File: src/lcfs_pkg.sv
// shared constants and types of the led channel fault supervisor
package lcfs_pkg;

	// ========================================
	// channel count and timing
	localparam int LCFS_NCH = 8;
	localparam int CLK_PERIOD_NS = 10;
	// pull-up settling before comparators are trusted
	localparam int SETTLE_NS = 20000;
	localparam int SETTLE_CYC = (SETTLE_NS + CLK_PERIOD_NS - 1) / CLK_PERIOD_NS;
	localparam int CNT_W = 12;

	// ========================================
	// register offsets
	localparam logic [7:0] ADDR_FAULT_LOW = 8'h38;
	localparam logic [7:0] ADDR_FAULT_HIGH = 8'h39;
	localparam logic [7:0] ADDR_REG_LATCH_LOW = 8'h3a;
	localparam logic [7:0] ADDR_REG_LATCH_HIGH = 8'h3b;
	localparam logic [7:0] ADDR_PIN_SHORTED = 8'h3c;
	localparam logic [7:0] ADDR_REG_STATUS = 8'h3d;
	localparam logic [7:0] ADDR_UNUSED_MAP = 8'h3e;

	// ========================================
	// fault bit positions in the 16-bit fault word (fault n at bit n-1)
	localparam int FAULT_OVP_BIT = 7;
	localparam int FAULT_PIN_GND_BIT = 10;

	// ========================================
	// reset values
	localparam logic [7:0] RST_CHAN = 8'h00;
	localparam logic [15:0] RST_FAULT = 16'h0000;
	localparam logic [7:0] RST_RDATA = 8'h00;

	// ========================================
	// types
	typedef enum logic [5:0] {
		ST_IDLE = 6'b000001,
		ST_SETTLE = 6'b000010,
		ST_HOLD = 6'b000100,
		ST_RUN = 6'b001000,
		ST_RETEST = 6'b010000,
		ST_SHUTDOWN = 6'b100000
	} lcfs_state_e;

	// comparator results of each led_sink_pin
	typedef struct packed {
		logic [LCFS_NCH-1:0] below_short;  // level under 120 mV
		logic [LCFS_NCH-1:0] above_used;   // level over 270 mV
	} lcfs_sense_s;

endpackage

File: src/lcfs_supervisor.sv
// led sink channel ground-short, unused and open-string supervisor
`timescale 1ns/1ps

// Function
// - first enable tests every pin before soft start
// - under 120 mV means shorted to ground
// - over 270 mV means used, unused if neither over 270 mV nor shorted
// - host-disabled and unused channels leave regulation
// - unused channels never request boost rise
// - any short at the first-enable test holds off soft start
// - enabled channel under target requests boost rise
// - regulation status bit set on overvoltage trip
// - overvoltage trip retests unregulated channels
// - retest short: latched shutdown, fault 11, shorted bit
// - retest open: drop channel, set latch bit
// - clear fault flag after open channel removal
// - startup overvoltage unregulated channel treated open
// - faults recorded in registers 0x38 and 0x39
module lcfs_supervisor
	import lcfs_pkg::*;
(
	input wire logic clock,                          // 100 MHz clock
	input wire logic rst,                            // async reset, high
	input wire logic clock_en,                       // freezes state when low
	input wire logic enable,                         // device enable level
	input wire lcfs_sense_s sense,                   // pin comparators
	input wire logic [LCFS_NCH-1:0] below_target,    // current under target
	input wire logic output_overvoltage_trip,        // overvoltage comparator
	input wire logic [LCFS_NCH-1:0] host_disable,    // host channel disables
	input wire logic status_clear,                   // host clear pulse
	input wire logic [7:0] reg_addr,                 // register read address
	output logic [7:0] reg_rdata,                    // register read data
	output logic [LCFS_NCH-1:0] pullup_en,           // pin pull-up sources
	output logic soft_start_go,                      // boost may run
	output logic boost_shutdown,                     // latched boost stop
	output logic [LCFS_NCH-1:0] regulate_mask,       // channels in the loop
	output logic [LCFS_NCH-1:0] raise_request,       // boost rise requests
	output logic fault_flag                          // fault indicator
);

	// ========================================
	// state
	lcfs_state_e state_ff;
	lcfs_state_e nxt_state;
	logic [CNT_W-1:0] cnt_ff;
	logic [CNT_W-1:0] nxt_cnt;
	logic checked_ff;
	logic enable_d_ff;
	logic [LCFS_NCH-1:0] unused_ff;
	logic [LCFS_NCH-1:0] removed_ff;
	logic [LCFS_NCH-1:0] retest_ff;
	logic [LCFS_NCH-1:0] shorted_ff;
	logic [LCFS_NCH-1:0] reg_latch_ff;
	logic [LCFS_NCH-1:0] reg_stat_ff;
	logic [15:0] fault_ff;
	logic flag_ff;
	logic [7:0] rdata_ff;

	logic [LCFS_NCH-1:0] nxt_unused;
	logic [LCFS_NCH-1:0] nxt_removed;
	logic [LCFS_NCH-1:0] nxt_retest;
	logic [LCFS_NCH-1:0] nxt_shorted;
	logic [LCFS_NCH-1:0] nxt_reg_latch;
	logic [LCFS_NCH-1:0] nxt_reg_stat;
	logic [15:0] nxt_fault;
	logic nxt_flag;
	logic [7:0] nxt_rdata;

	// ========================================
	// decoding
	wire logic enable_rise = enable & ~enable_d_ff;
	wire logic settled = (cnt_ff == CNT_W'(SETTLE_CYC - 1));
	wire logic [LCFS_NCH-1:0] short_now = sense.below_short;
	wire logic [LCFS_NCH-1:0] used_now = sense.above_used;
	wire logic any_short = |short_now;
	wire logic [LCFS_NCH-1:0] active =
		~unused_ff & ~host_disable & ~removed_ff;
	wire logic [LCFS_NCH-1:0] unregulated = active & below_target;
	wire logic in_run = (state_ff == ST_RUN);
	wire logic ovp_event = in_run & output_overvoltage_trip;
	wire logic [LCFS_NCH-1:0] retest_short = retest_ff & short_now;
	wire logic retest_found = |retest_short;
	wire logic retest_done = (state_ff == ST_RETEST) & settled;

	// ========================================
	// outputs
	assign regulate_mask = in_run ? active : RST_CHAN;
	// unused and removed channels drop out through active
	assign raise_request = in_run ? unregulated : RST_CHAN;
	assign soft_start_go = in_run;
	assign boost_shutdown = (state_ff == ST_SHUTDOWN);
	assign fault_flag = flag_ff;
	assign reg_rdata = rdata_ff;

	always_comb begin
		case (state_ff)
			ST_SETTLE, ST_HOLD: pullup_en = {LCFS_NCH{1'b1}};
			ST_RETEST: pullup_en = retest_ff;
			default: pullup_en = RST_CHAN;
		endcase
	end

	// ========================================
	// sequencing
	always_comb begin
		nxt_state = state_ff;
		nxt_cnt = cnt_ff;
		case (state_ff)
			ST_IDLE: begin
				nxt_cnt = '0;
				if (enable_rise && !checked_ff) begin
					nxt_state = ST_SETTLE;
				end else if (enable_rise) begin
					nxt_state = ST_RUN;
				end
			end
			ST_SETTLE: begin
				nxt_cnt = cnt_ff + CNT_W'(1);
				if (settled) begin
					nxt_cnt = '0;
					nxt_state = any_short ? ST_HOLD : ST_RUN;
				end
			end
			ST_HOLD: begin
				if (!any_short) begin
					nxt_state = ST_RUN;
				end
			end
			ST_RUN: begin
				nxt_cnt = '0;
				if (ovp_event) begin
					nxt_state = ST_RETEST;
				end
			end
			ST_RETEST: begin
				nxt_cnt = cnt_ff + CNT_W'(1);
				if (settled) begin
					nxt_cnt = '0;
					nxt_state = retest_found ? ST_SHUTDOWN : ST_RUN;
				end
			end
			ST_SHUTDOWN: begin
				nxt_state = ST_SHUTDOWN;
			end
			default: begin
				nxt_state = ST_IDLE;
				nxt_cnt = '0;
			end
		endcase
		if (!enable && state_ff != ST_SHUTDOWN) begin
			nxt_state = ST_IDLE;
			nxt_cnt = '0;
		end
	end

	// ========================================
	// channel bookkeeping
	always_comb begin
		nxt_unused = unused_ff;
		nxt_removed = removed_ff;
		nxt_retest = retest_ff;
		if (state_ff == ST_SETTLE && settled) begin
			nxt_unused = ~used_now & ~short_now;
		end
		if (ovp_event) begin
			// startup and run trips take the same path
			nxt_retest = unregulated;
		end
		if (retest_done && !retest_found) begin
			nxt_removed = removed_ff | retest_ff;
		end
		if (enable_rise) begin
			nxt_removed = RST_CHAN;
		end
	end

	// sticky status, a set in the clearing cycle wins
	wire logic wipe = status_clear | enable_rise;
	wire logic [LCFS_NCH-1:0] set_short =
		retest_done ? retest_short : RST_CHAN;
	wire logic [LCFS_NCH-1:0] set_open =
		(retest_done && !retest_found) ? retest_ff : RST_CHAN;

	always_comb begin
		nxt_shorted = (wipe ? RST_CHAN : shorted_ff) | set_short;
		nxt_reg_latch = (wipe ? RST_CHAN : reg_latch_ff) | set_open;
		// live status: 0 while regulating or disabled, 1 after a trip
		nxt_reg_stat = (reg_stat_ff & unregulated) |
			(ovp_event ? unregulated : RST_CHAN);
	end

	// ========================================
	// fault record and indicator
	always_comb begin
		nxt_fault = wipe ? RST_FAULT : fault_ff;
		nxt_flag = flag_ff;
		if (ovp_event) begin
			nxt_fault[FAULT_OVP_BIT] = 1'b1;
			nxt_flag = 1'b1;
		end
		if (retest_done && retest_found) begin
			nxt_fault[FAULT_PIN_GND_BIT] = 1'b1;
			nxt_flag = 1'b1;
		end else if (retest_done) begin
			nxt_flag = 1'b0;
		end
		// a ground-short set in the clearing cycle wins over the clear
		if (status_clear && state_ff != ST_SHUTDOWN && !ovp_event &&
			!(retest_done && retest_found)) begin
			nxt_flag = 1'b0;
		end
	end

	// ========================================
	// register read
	always_comb begin
		case (reg_addr)
			ADDR_FAULT_LOW: nxt_rdata = fault_ff[7:0];
			ADDR_FAULT_HIGH: nxt_rdata = fault_ff[15:8];
			ADDR_REG_LATCH_LOW: nxt_rdata = reg_latch_ff;
			ADDR_REG_LATCH_HIGH: nxt_rdata = RST_RDATA;
			ADDR_PIN_SHORTED: nxt_rdata = shorted_ff;
			ADDR_REG_STATUS: nxt_rdata = reg_stat_ff;
			ADDR_UNUSED_MAP: nxt_rdata = unused_ff;
			default: nxt_rdata = RST_RDATA;
		endcase
	end

	// ========================================
	// flip-flops
	always_ff @(posedge clock or posedge rst) begin
		if (rst) begin
			state_ff <= ST_IDLE;
			cnt_ff <= '0;
			checked_ff <= 1'b0;
			enable_d_ff <= 1'b0;
		end else if (clock_en) begin
			state_ff <= nxt_state;
			cnt_ff <= nxt_cnt;
			checked_ff <= checked_ff | (nxt_state == ST_RUN);
			enable_d_ff <= enable;
		end
	end

	always_ff @(posedge clock or posedge rst) begin
		if (rst) begin
			unused_ff <= RST_CHAN;
			removed_ff <= RST_CHAN;
			retest_ff <= RST_CHAN;
			shorted_ff <= RST_CHAN;
			reg_latch_ff <= RST_CHAN;
			reg_stat_ff <= RST_CHAN;
		end else if (clock_en) begin
			unused_ff <= nxt_unused;
			removed_ff <= nxt_removed;
			retest_ff <= nxt_retest;
			shorted_ff <= nxt_shorted;
			reg_latch_ff <= nxt_reg_latch;
			reg_stat_ff <= nxt_reg_stat;
		end
	end

	always_ff @(posedge clock or posedge rst) begin
		if (rst) begin
			fault_ff <= RST_FAULT;
			flag_ff <= 1'b0;
			rdata_ff <= RST_RDATA;
		end else if (clock_en) begin
			fault_ff <= nxt_fault;
			flag_ff <= nxt_flag;
			rdata_ff <= nxt_rdata;
		end
	end

endmodule

File: config.mk
export PLATFORM = sky130hd
export DESIGN_NAME = lcfs_supervisor
export DESIGN_NICKNAME = d
export VERILOG_FILES = /design/src/lcfs_pkg.sv /design/src/lcfs_supervisor.sv
export SDC_FILE = /design/constraint.sdc
export NUM_CORES = 1
export LEC_CHECK = 0
export BUFFER_PORTS_ARGS = -buffer_cell sky130_fd_sc_hd__buf_2
export CAP_MARGIN = 20
export CELL_PAD_IN_SITES_DETAIL_PLACEMENT = 0
export CELL_PAD_IN_SITES_GLOBAL_PLACEMENT = 1
export CORE_MARGIN = 2
export CORE_UTILIZATION = 43
export CTS_BUF_LIST = sky130_fd_sc_hd__clkbuf_8
export CTS_CLUSTER_SIZE = 10
export DETAILED_ROUTE_END_ITERATION = 12
export MAX_ROUTING_LAYER = met4
export PLACE_DENSITY_LB_ADDON = 0.08
export SLEW_MARGIN = 20
export SYNTH_ARGS = -nofsm -noshare
export SYNTH_HDL_FRONTEND = slang
export SYNTH_SLANG_ARGS = --single-unit
export TNS_END_PERCENT = 1
File: constraint.sdc
create_clock -name clock -period 3.52 [get_ports clock]
set_clock_uncertainty 0.15 [all_clocks]
set_input_delay 0.176 -clock clock [delete_from_list [all_inputs] [get_ports clock]]
set_output_delay 0.176 -clock clock [all_outputs]
set_load 0.01 [all_outputs]
# Word-level counts from Yosys, hierarchy flattened
# Cells that the tools add are included.
[totals] wordCells=112 input_bits=46 out_inout_bits=35 register_bits=79
[classes] bitwise_logic=21 muxes=31 n_eq_ne=16 reduce_logical=29 n_addsub=1
[ops] cell="2-to-1 mux 8 bit" count=9
[ops] cell="AND 8 bit" count=6
[ops] cell="== test 8 x 6 -> 1 bit (second input constant)" count=6
[ops] cell="2-to-1 mux 6 bit" count=8
[ops] cell="case mux 8 bit (6 select lines)" count=1
[ops] cell="NOT 8 bit" count=5
[ops] cell="case mux 6 bit (6 select lines)" count=1
[ops] cell="bitwise OR 8 bit" count=4
[ops] cell="2-to-1 mux 12 bit" count=2
[ops] cell="case mux 12 bit (2 select lines)" count=1
[ops] cell="case mux 8 bit (2 select lines)" count=1
[ops] cell="OR reduction 8 bit" count=2
[ops] cell="AND reduction 2 bit" count=7
[ops] cell="adder 12 x 1 -> 12 bit (second input constant)" count=1
[ops] cell="== test 12 x 11 -> 1 bit (second input constant)" count=1
[ops] cell="== test 6 x 4 -> 1 bit (second input constant)" count=2
[ops] cell="2-to-1 mux 11 bit" count=1
[ops] cell="logical AND 1 bit" count=8
[ops] cell="== test 6 x 1 -> 1 bit (second input constant)" count=1
[ops] cell="== test 6 x 2 -> 1 bit (second input constant)" count=1
[ops] cell="== test 6 x 3 -> 1 bit (second input constant)" count=1
[ops] cell="== test 6 x 5 -> 1 bit (second input constant)" count=1
[ops] cell="== test 6 bit (second input constant)" count=1
[ops] cell="2-to-1 mux 1 bit" count=6
[ops] cell="10 further kinds" count=21

# Logic depth before layout (Yosys ltp)
[depth] depth_word=8 ltp_mapped=9 ltp_nobuf=6

# Least setup slack after synthesis
# No wires, ideal clock.
[synth_path] kind="register -> register" start="register cnt_ff[0]" end="register removed_ff[0]" slack_ns=1.026 synth_period_minus_slack_ns=2.494 setup_ns=0.072 required_time_ns=3.298 path_buffers=1 stages_incl_launch_ff=8 arrival_ns=2.272 cell_sequence="dfrtp_1 > ha_1 > or4b_4 > or4_4 > nor4_4 > buf_6 > a21oi_2 > nor2_1"
[synth_between] elab_chain_len=5
[synth_lines] element="start: declaration" line_no="lcfs_supervisor.sv:45" rtl="logic [CNT_W-1:0] cnt_ff;"
[synth_lines] element="start signal: assignment" line_no="lcfs_supervisor.sv:239" rtl="cnt_ff <= nxt_cnt;"
[synth_lines] element="== test 12 x 11 -> 1 bit" line_no="lcfs_supervisor.sv:72" rtl="wire logic settled = (cnt_ff == CNT_W'(SETTLE_CYC - 1));"
[synth_lines] element="AND 1 bit" line_no="lcfs_supervisor.sv:83" rtl="wire logic retest_done = (state_ff == ST_RETEST) & settled;"
[synth_lines] element="logical AND 1 bit" line_no="lcfs_supervisor.sv:169" rtl="if (retest_done && !retest_found) begin"
[synth_lines] element="nonzero test 2 bit (no line)"
[synth_lines] element="AND reduction 2 bit (no line)"
[synth_lines] element="end signal: assignment" line_no="lcfs_supervisor.sv:255" rtl="removed_ff <= nxt_removed;"
[synth_lines] element="end: declaration" line_no="lcfs_supervisor.sv:50" rtl="logic [LCFS_NCH-1:0] removed_ff;"
# Every way passes these cells.
# A chain may end at the register's enable or synchronous reset.

# Worst setup path after layout
[layout_path] start="register cnt_ff[0]" end="register unused_ff[1]"
[layout_between] elab_chain_len=3
[layout_lines] element="== test 12 x 11 -> 1 bit" line_no="lcfs_supervisor.sv:72"
[layout_lines] element="logical AND 1 bit" line_no="lcfs_supervisor.sv:162" rtl="if (state_ff == ST_SETTLE && settled) begin"
[layout_lines] element="AND reduction 2 bit (no line)"
[layout_lines] element="end signal: assignment" line_no="lcfs_supervisor.sv:254" rtl="unused_ff <= nxt_unused;"
[layout_lines] element="end: declaration" line_no="lcfs_supervisor.sv:49" rtl="logic [LCFS_NCH-1:0] unused_ff;"
# Every way passes these cells.

==> metrics.md <==
| Metric | Value |
|---|---|
| Worst VDD drop | 0.184 mV |
| Max-cap viol count | 0 |
| Area share of the largest cell type after synthesis | 0.488 |
| WP data required | 3660 ps |
| Final min period | roughly 3100 ps |
| Syn avg cell area | 9.69 µm² |
| Power Dens Cells | 372 nW/µm² |
| Seq cells post-synth | 79 |
| Port Buf Inserts | 80 |
| Placer congestion estimate | 0.797 |
| Fraction of layout cells with a size suffix above 1 | 0.241 |
| Unrepaired setup endpoints after global routing | false |
| Largest net degree at the start of global routing | 58 |
| Remaining Overflow, GRT | 0 |
| Number of flops mapped to enable cells by yosys | 0 |
| Die area | ~10,000 µm² |
| Placed cell area | approximately 4500 µm² |
| Power Internal | around 1300 µW |
| Post-DP HPWL | 8.37 mm |
| Nets | 561 |
| Setup TNS Final | 0 ps |
| Asr flop ratio synth | 1.00 |
| Flop pwr share | 0.521 |
| Inserted Clock Buffers | 9 |
| Worst reg2reg setup slack | 380 ps |
| Sw Ratio | 0.304 |
| Clk buf depth | 2 |
| Crit path max-delay family | simple AND/OR/NAND/NOR gates |
| Starting density of the core | 0.437 |
| Crit path kind | reg -> reg |
| Hold Startpoint | host_disable[0] |
| WHS Endpoint | retest_ff[0] |
| Clock Power Share | 0.367 |
| CTS tree | done |
| Row count | 35 |
| Worst Hold Class | in -> reg |
| Number of global-route vias before repair | around 3,400 |
| Die height | 100 µm |
| Number of distinct library cells after synthesis | 52 |
| CP cell instances | ha_1 -> or4b_4 -> nor4_4 -> nand3_2 -> o31ai_1 -> dlygate4sd3_1 |
| Sequential-to-total area share from yosys stat | 0.494 |
| Post-route cell area | ~5000 µm² |
| Outcome | complete, no violations |
| P_sw | 560 µW |
| Initial antenna violation count | 0 |
| CP bufs+invs | 1 |
| GR Util All Layers | 0.253 |
| Final max-slew violation count | 0 |
| Routed length on met3 | 654 µm |
| Vias | ~3,700 |
| Net Count, Synth | 460 |
| Yosys top cell by area | dfrtp_1 |
| Critical Path AT | 3270 ps |
| DRC errors left | 0 |
| Delay of the slowest critical-path stage | 580 ps |
| Hold Path Depth | 4 |
| Uppermost layer routed | met4 |
| Reg2Reg Depth | 6 |
| WL met2 | 4.99 mm |
| Fmax | 319 MHz |
| Layout area overhead | 23.8% |
| Comb power frac | 0.113 |
| Die width | 100 µm |
| Met1 wire length | ~6 mm |
| 1st-iter DRT viols | 226 |
| DR pass1 iterations | 4 |
| Synth area leaders | dfrtp_1 49%, nand2_1 4.9%, nor2_1 3.2%, a21oi_1 2.8%, o2bb2ai_1 2.6% |
| Final setup fails | 0 |
| Critical Path Fanout Max | 16 |
| CTS Root Buffer Type | clkbuf_8 |
| ANT cells | 0 |
| Pin slew with the least headroom to its limit | 946 ps |
| Crit end category | register |
| Post-CTS setup buffers | 0 |
| Rel. slew slack | 0.368 |
| Overall power | 1840 µW |
| DRT antenna net count | 0 |
| Clk slew on worst S/H paths | 100 ps |
| R2R Path End | unused_ff[1] |
| Final Hold Vio Count | 0 |
| R2r startpoint | cnt_ff[0] |
| Cell count after synthesis | 413 |
| # fillers | 822 |
| Routed vias/inst | 5.79 |
| Post-Syn Area | 4000 µm² |
| First-pass GRT wire length | 19.0 mm |
| Clk sinks | 79 |
| Lkg Pwr | between 0.002 and 0.0025 µW |
| Crit share post-route | 0.891 |
| Drt wl/cell | approximately 19 µm |
| H-Tree Depth | 3 |
| Worst-Skew Late Latency | 360 ps |
| Num ports | 81 |
| Yosys warning total | 0 |
| Critical Path Source Type | register |
| Slowest CP cell | dlygate4sd3_1 |
| Top_reg_cell synth | dfrtp_1 |
| Core ar. | roughly 9200 µm² |
| Final WL | approximately 12 mm |
synth_stat cells, types with 7 or more instances:
cell       count
o31ai_1        9
a21o_1         9
dfrtp_1       78
o2bb2ai_1     12
a21oi_1       22
a22o_1        11
and3_1        12
nand2_1       52
mux2_2         9
nor3_1        10
a32o_1         8
clkbuf_1      18
a31oi_1        7
nor2_1        34
a22oi_1       10
o21ai_0       20
nand3_1       20
inv_1         10
logic make-up (layout without fill, tap and decap cells):
group                      count (synthesis)  after routing  synth area share
and+or+nand+nor                          156            156             0.196
AOI/OAI and AO/OA                        127            127             0.225
DFF                                       79             79             0.494
buffers and inverters                     33            139            0.0350
muxes                                     14             14            0.0409
xor gates and xnor gates                   3              3           0.00656
adders and majority gates                  1              1           0.00312
worst max path at each step:
stage | slack (ps) | endpoint | depth (start not counted) | startpoint
floorplan | 1030 | removed_ff[0] | 7 | cnt_ff[0]
global placement | 720 | removed_ff[0] | 7 | cnt_ff[0]
detailed placement | 670 | removed_ff[0] | 7 | cnt_ff[0]
CTS | 150 | unused_ff[2] | 6 | cnt_ff[0]
global route | 160 | unused_ff[5] | 6 | cnt_ff[0]
finish | 380 | unused_ff[1] | 6 | cnt_ff[0]
flip-flops by register name, indices dropped and copies added (netlist names), 2 cells and up:
| signal | count |
|---|---|
| reg_rdata | 8 |
| reg_stat_ff | 8 |
| state_ff | 6 |
| removed_ff | 8 |
| reg_latch_ff | 8 |
| fault_ff | 2 |
| retest_ff | 8 |
| cnt_ff | 12 |
| unused_ff | 8 |
| shorted_ff | 8 |
power groups by stage:
stage	Clock (µW)	Sequential (µW)	Combinational (µW)
after floorplan	0	962	114
after global placement	0	977	191
after detailed placement	0	977	193
after CTS	688	960	208
after global routing	725	964	232
final	676	960	208
worst reg2reg max path: cells and delay by family, from the launching register on:
family | cells | cell delay, ps
flops | 1 | 420
simple gates | 3 | 1340
buf+inv | 1 | 580
fa+ha+maj | 1 | 270
compound gates | 1 | 320
cell usage in the layout, fill, tap and decap left out, drive strengths merged, types with 2 or more instances in the layout:
cell / n
a22o: 11
a22oi: 10
nor3: 10
nand2: 52
dfrtp: 78
nand2b: 2
a31oi: 7
a41oi: 3
xor2: 3
clkbuf: 9
buf: 87
nor4: 7
and2: 4
a21oi: 24
a2bb2oi: 4
a21o: 9
and3: 12
o31ai: 9
mux2: 9
or4: 3
nor2: 34
mux2i: 4
o21ai: 21
nor2b: 5
o2bb2ai: 12
inv: 16
a32o: 8
dlygate4sd3: 26
a211oi: 2
nand3: 20
stage by stage:
stage | hold WS, ps | setup slack (ps) | util | cells
final | 15.3 | 385 | 0.542 | 630
after global routing | 13.3 | 163 | 0.542 | 630
after CTS | 0.310 | 148 | 0.541 | 630
after detailed placement | 218 | 667 | 0.492 | 588
after global placement | 215 | 717 | 0.492 | 588
after floorplan | 124 | 1030 | - | 413
final cells by class:
class | count | area, µm² | share of cell area
inverter | 10 | 40.0 | 0.00807
clock buffer | 9 | 124 | 0.0250
timing repair buffer | 113 | 713 | 0.144
clock inverter | 7 | 67.6 | 0.0136
sequential | 79 | 1980 | 0.399
tap | 111 | 139 | 0.0280
multi-input combinational | 301 | 1900 | 0.383
what timing repair did:
item	4_1_cts	5_1_grt
endpoints found under the hold margin	72	0
hold buffers	26	0
resized for setup	0	1
setup endpoints to repair	0	8
metal layers:
metal,track usage,up-vias
met5,-,-
met4,0.0548,0
met3,0.0472,8
met2,0.344,124
met1,0.391,1781
li1,-,1737
No activity file was read; power rests on OpenSTA's default activity.
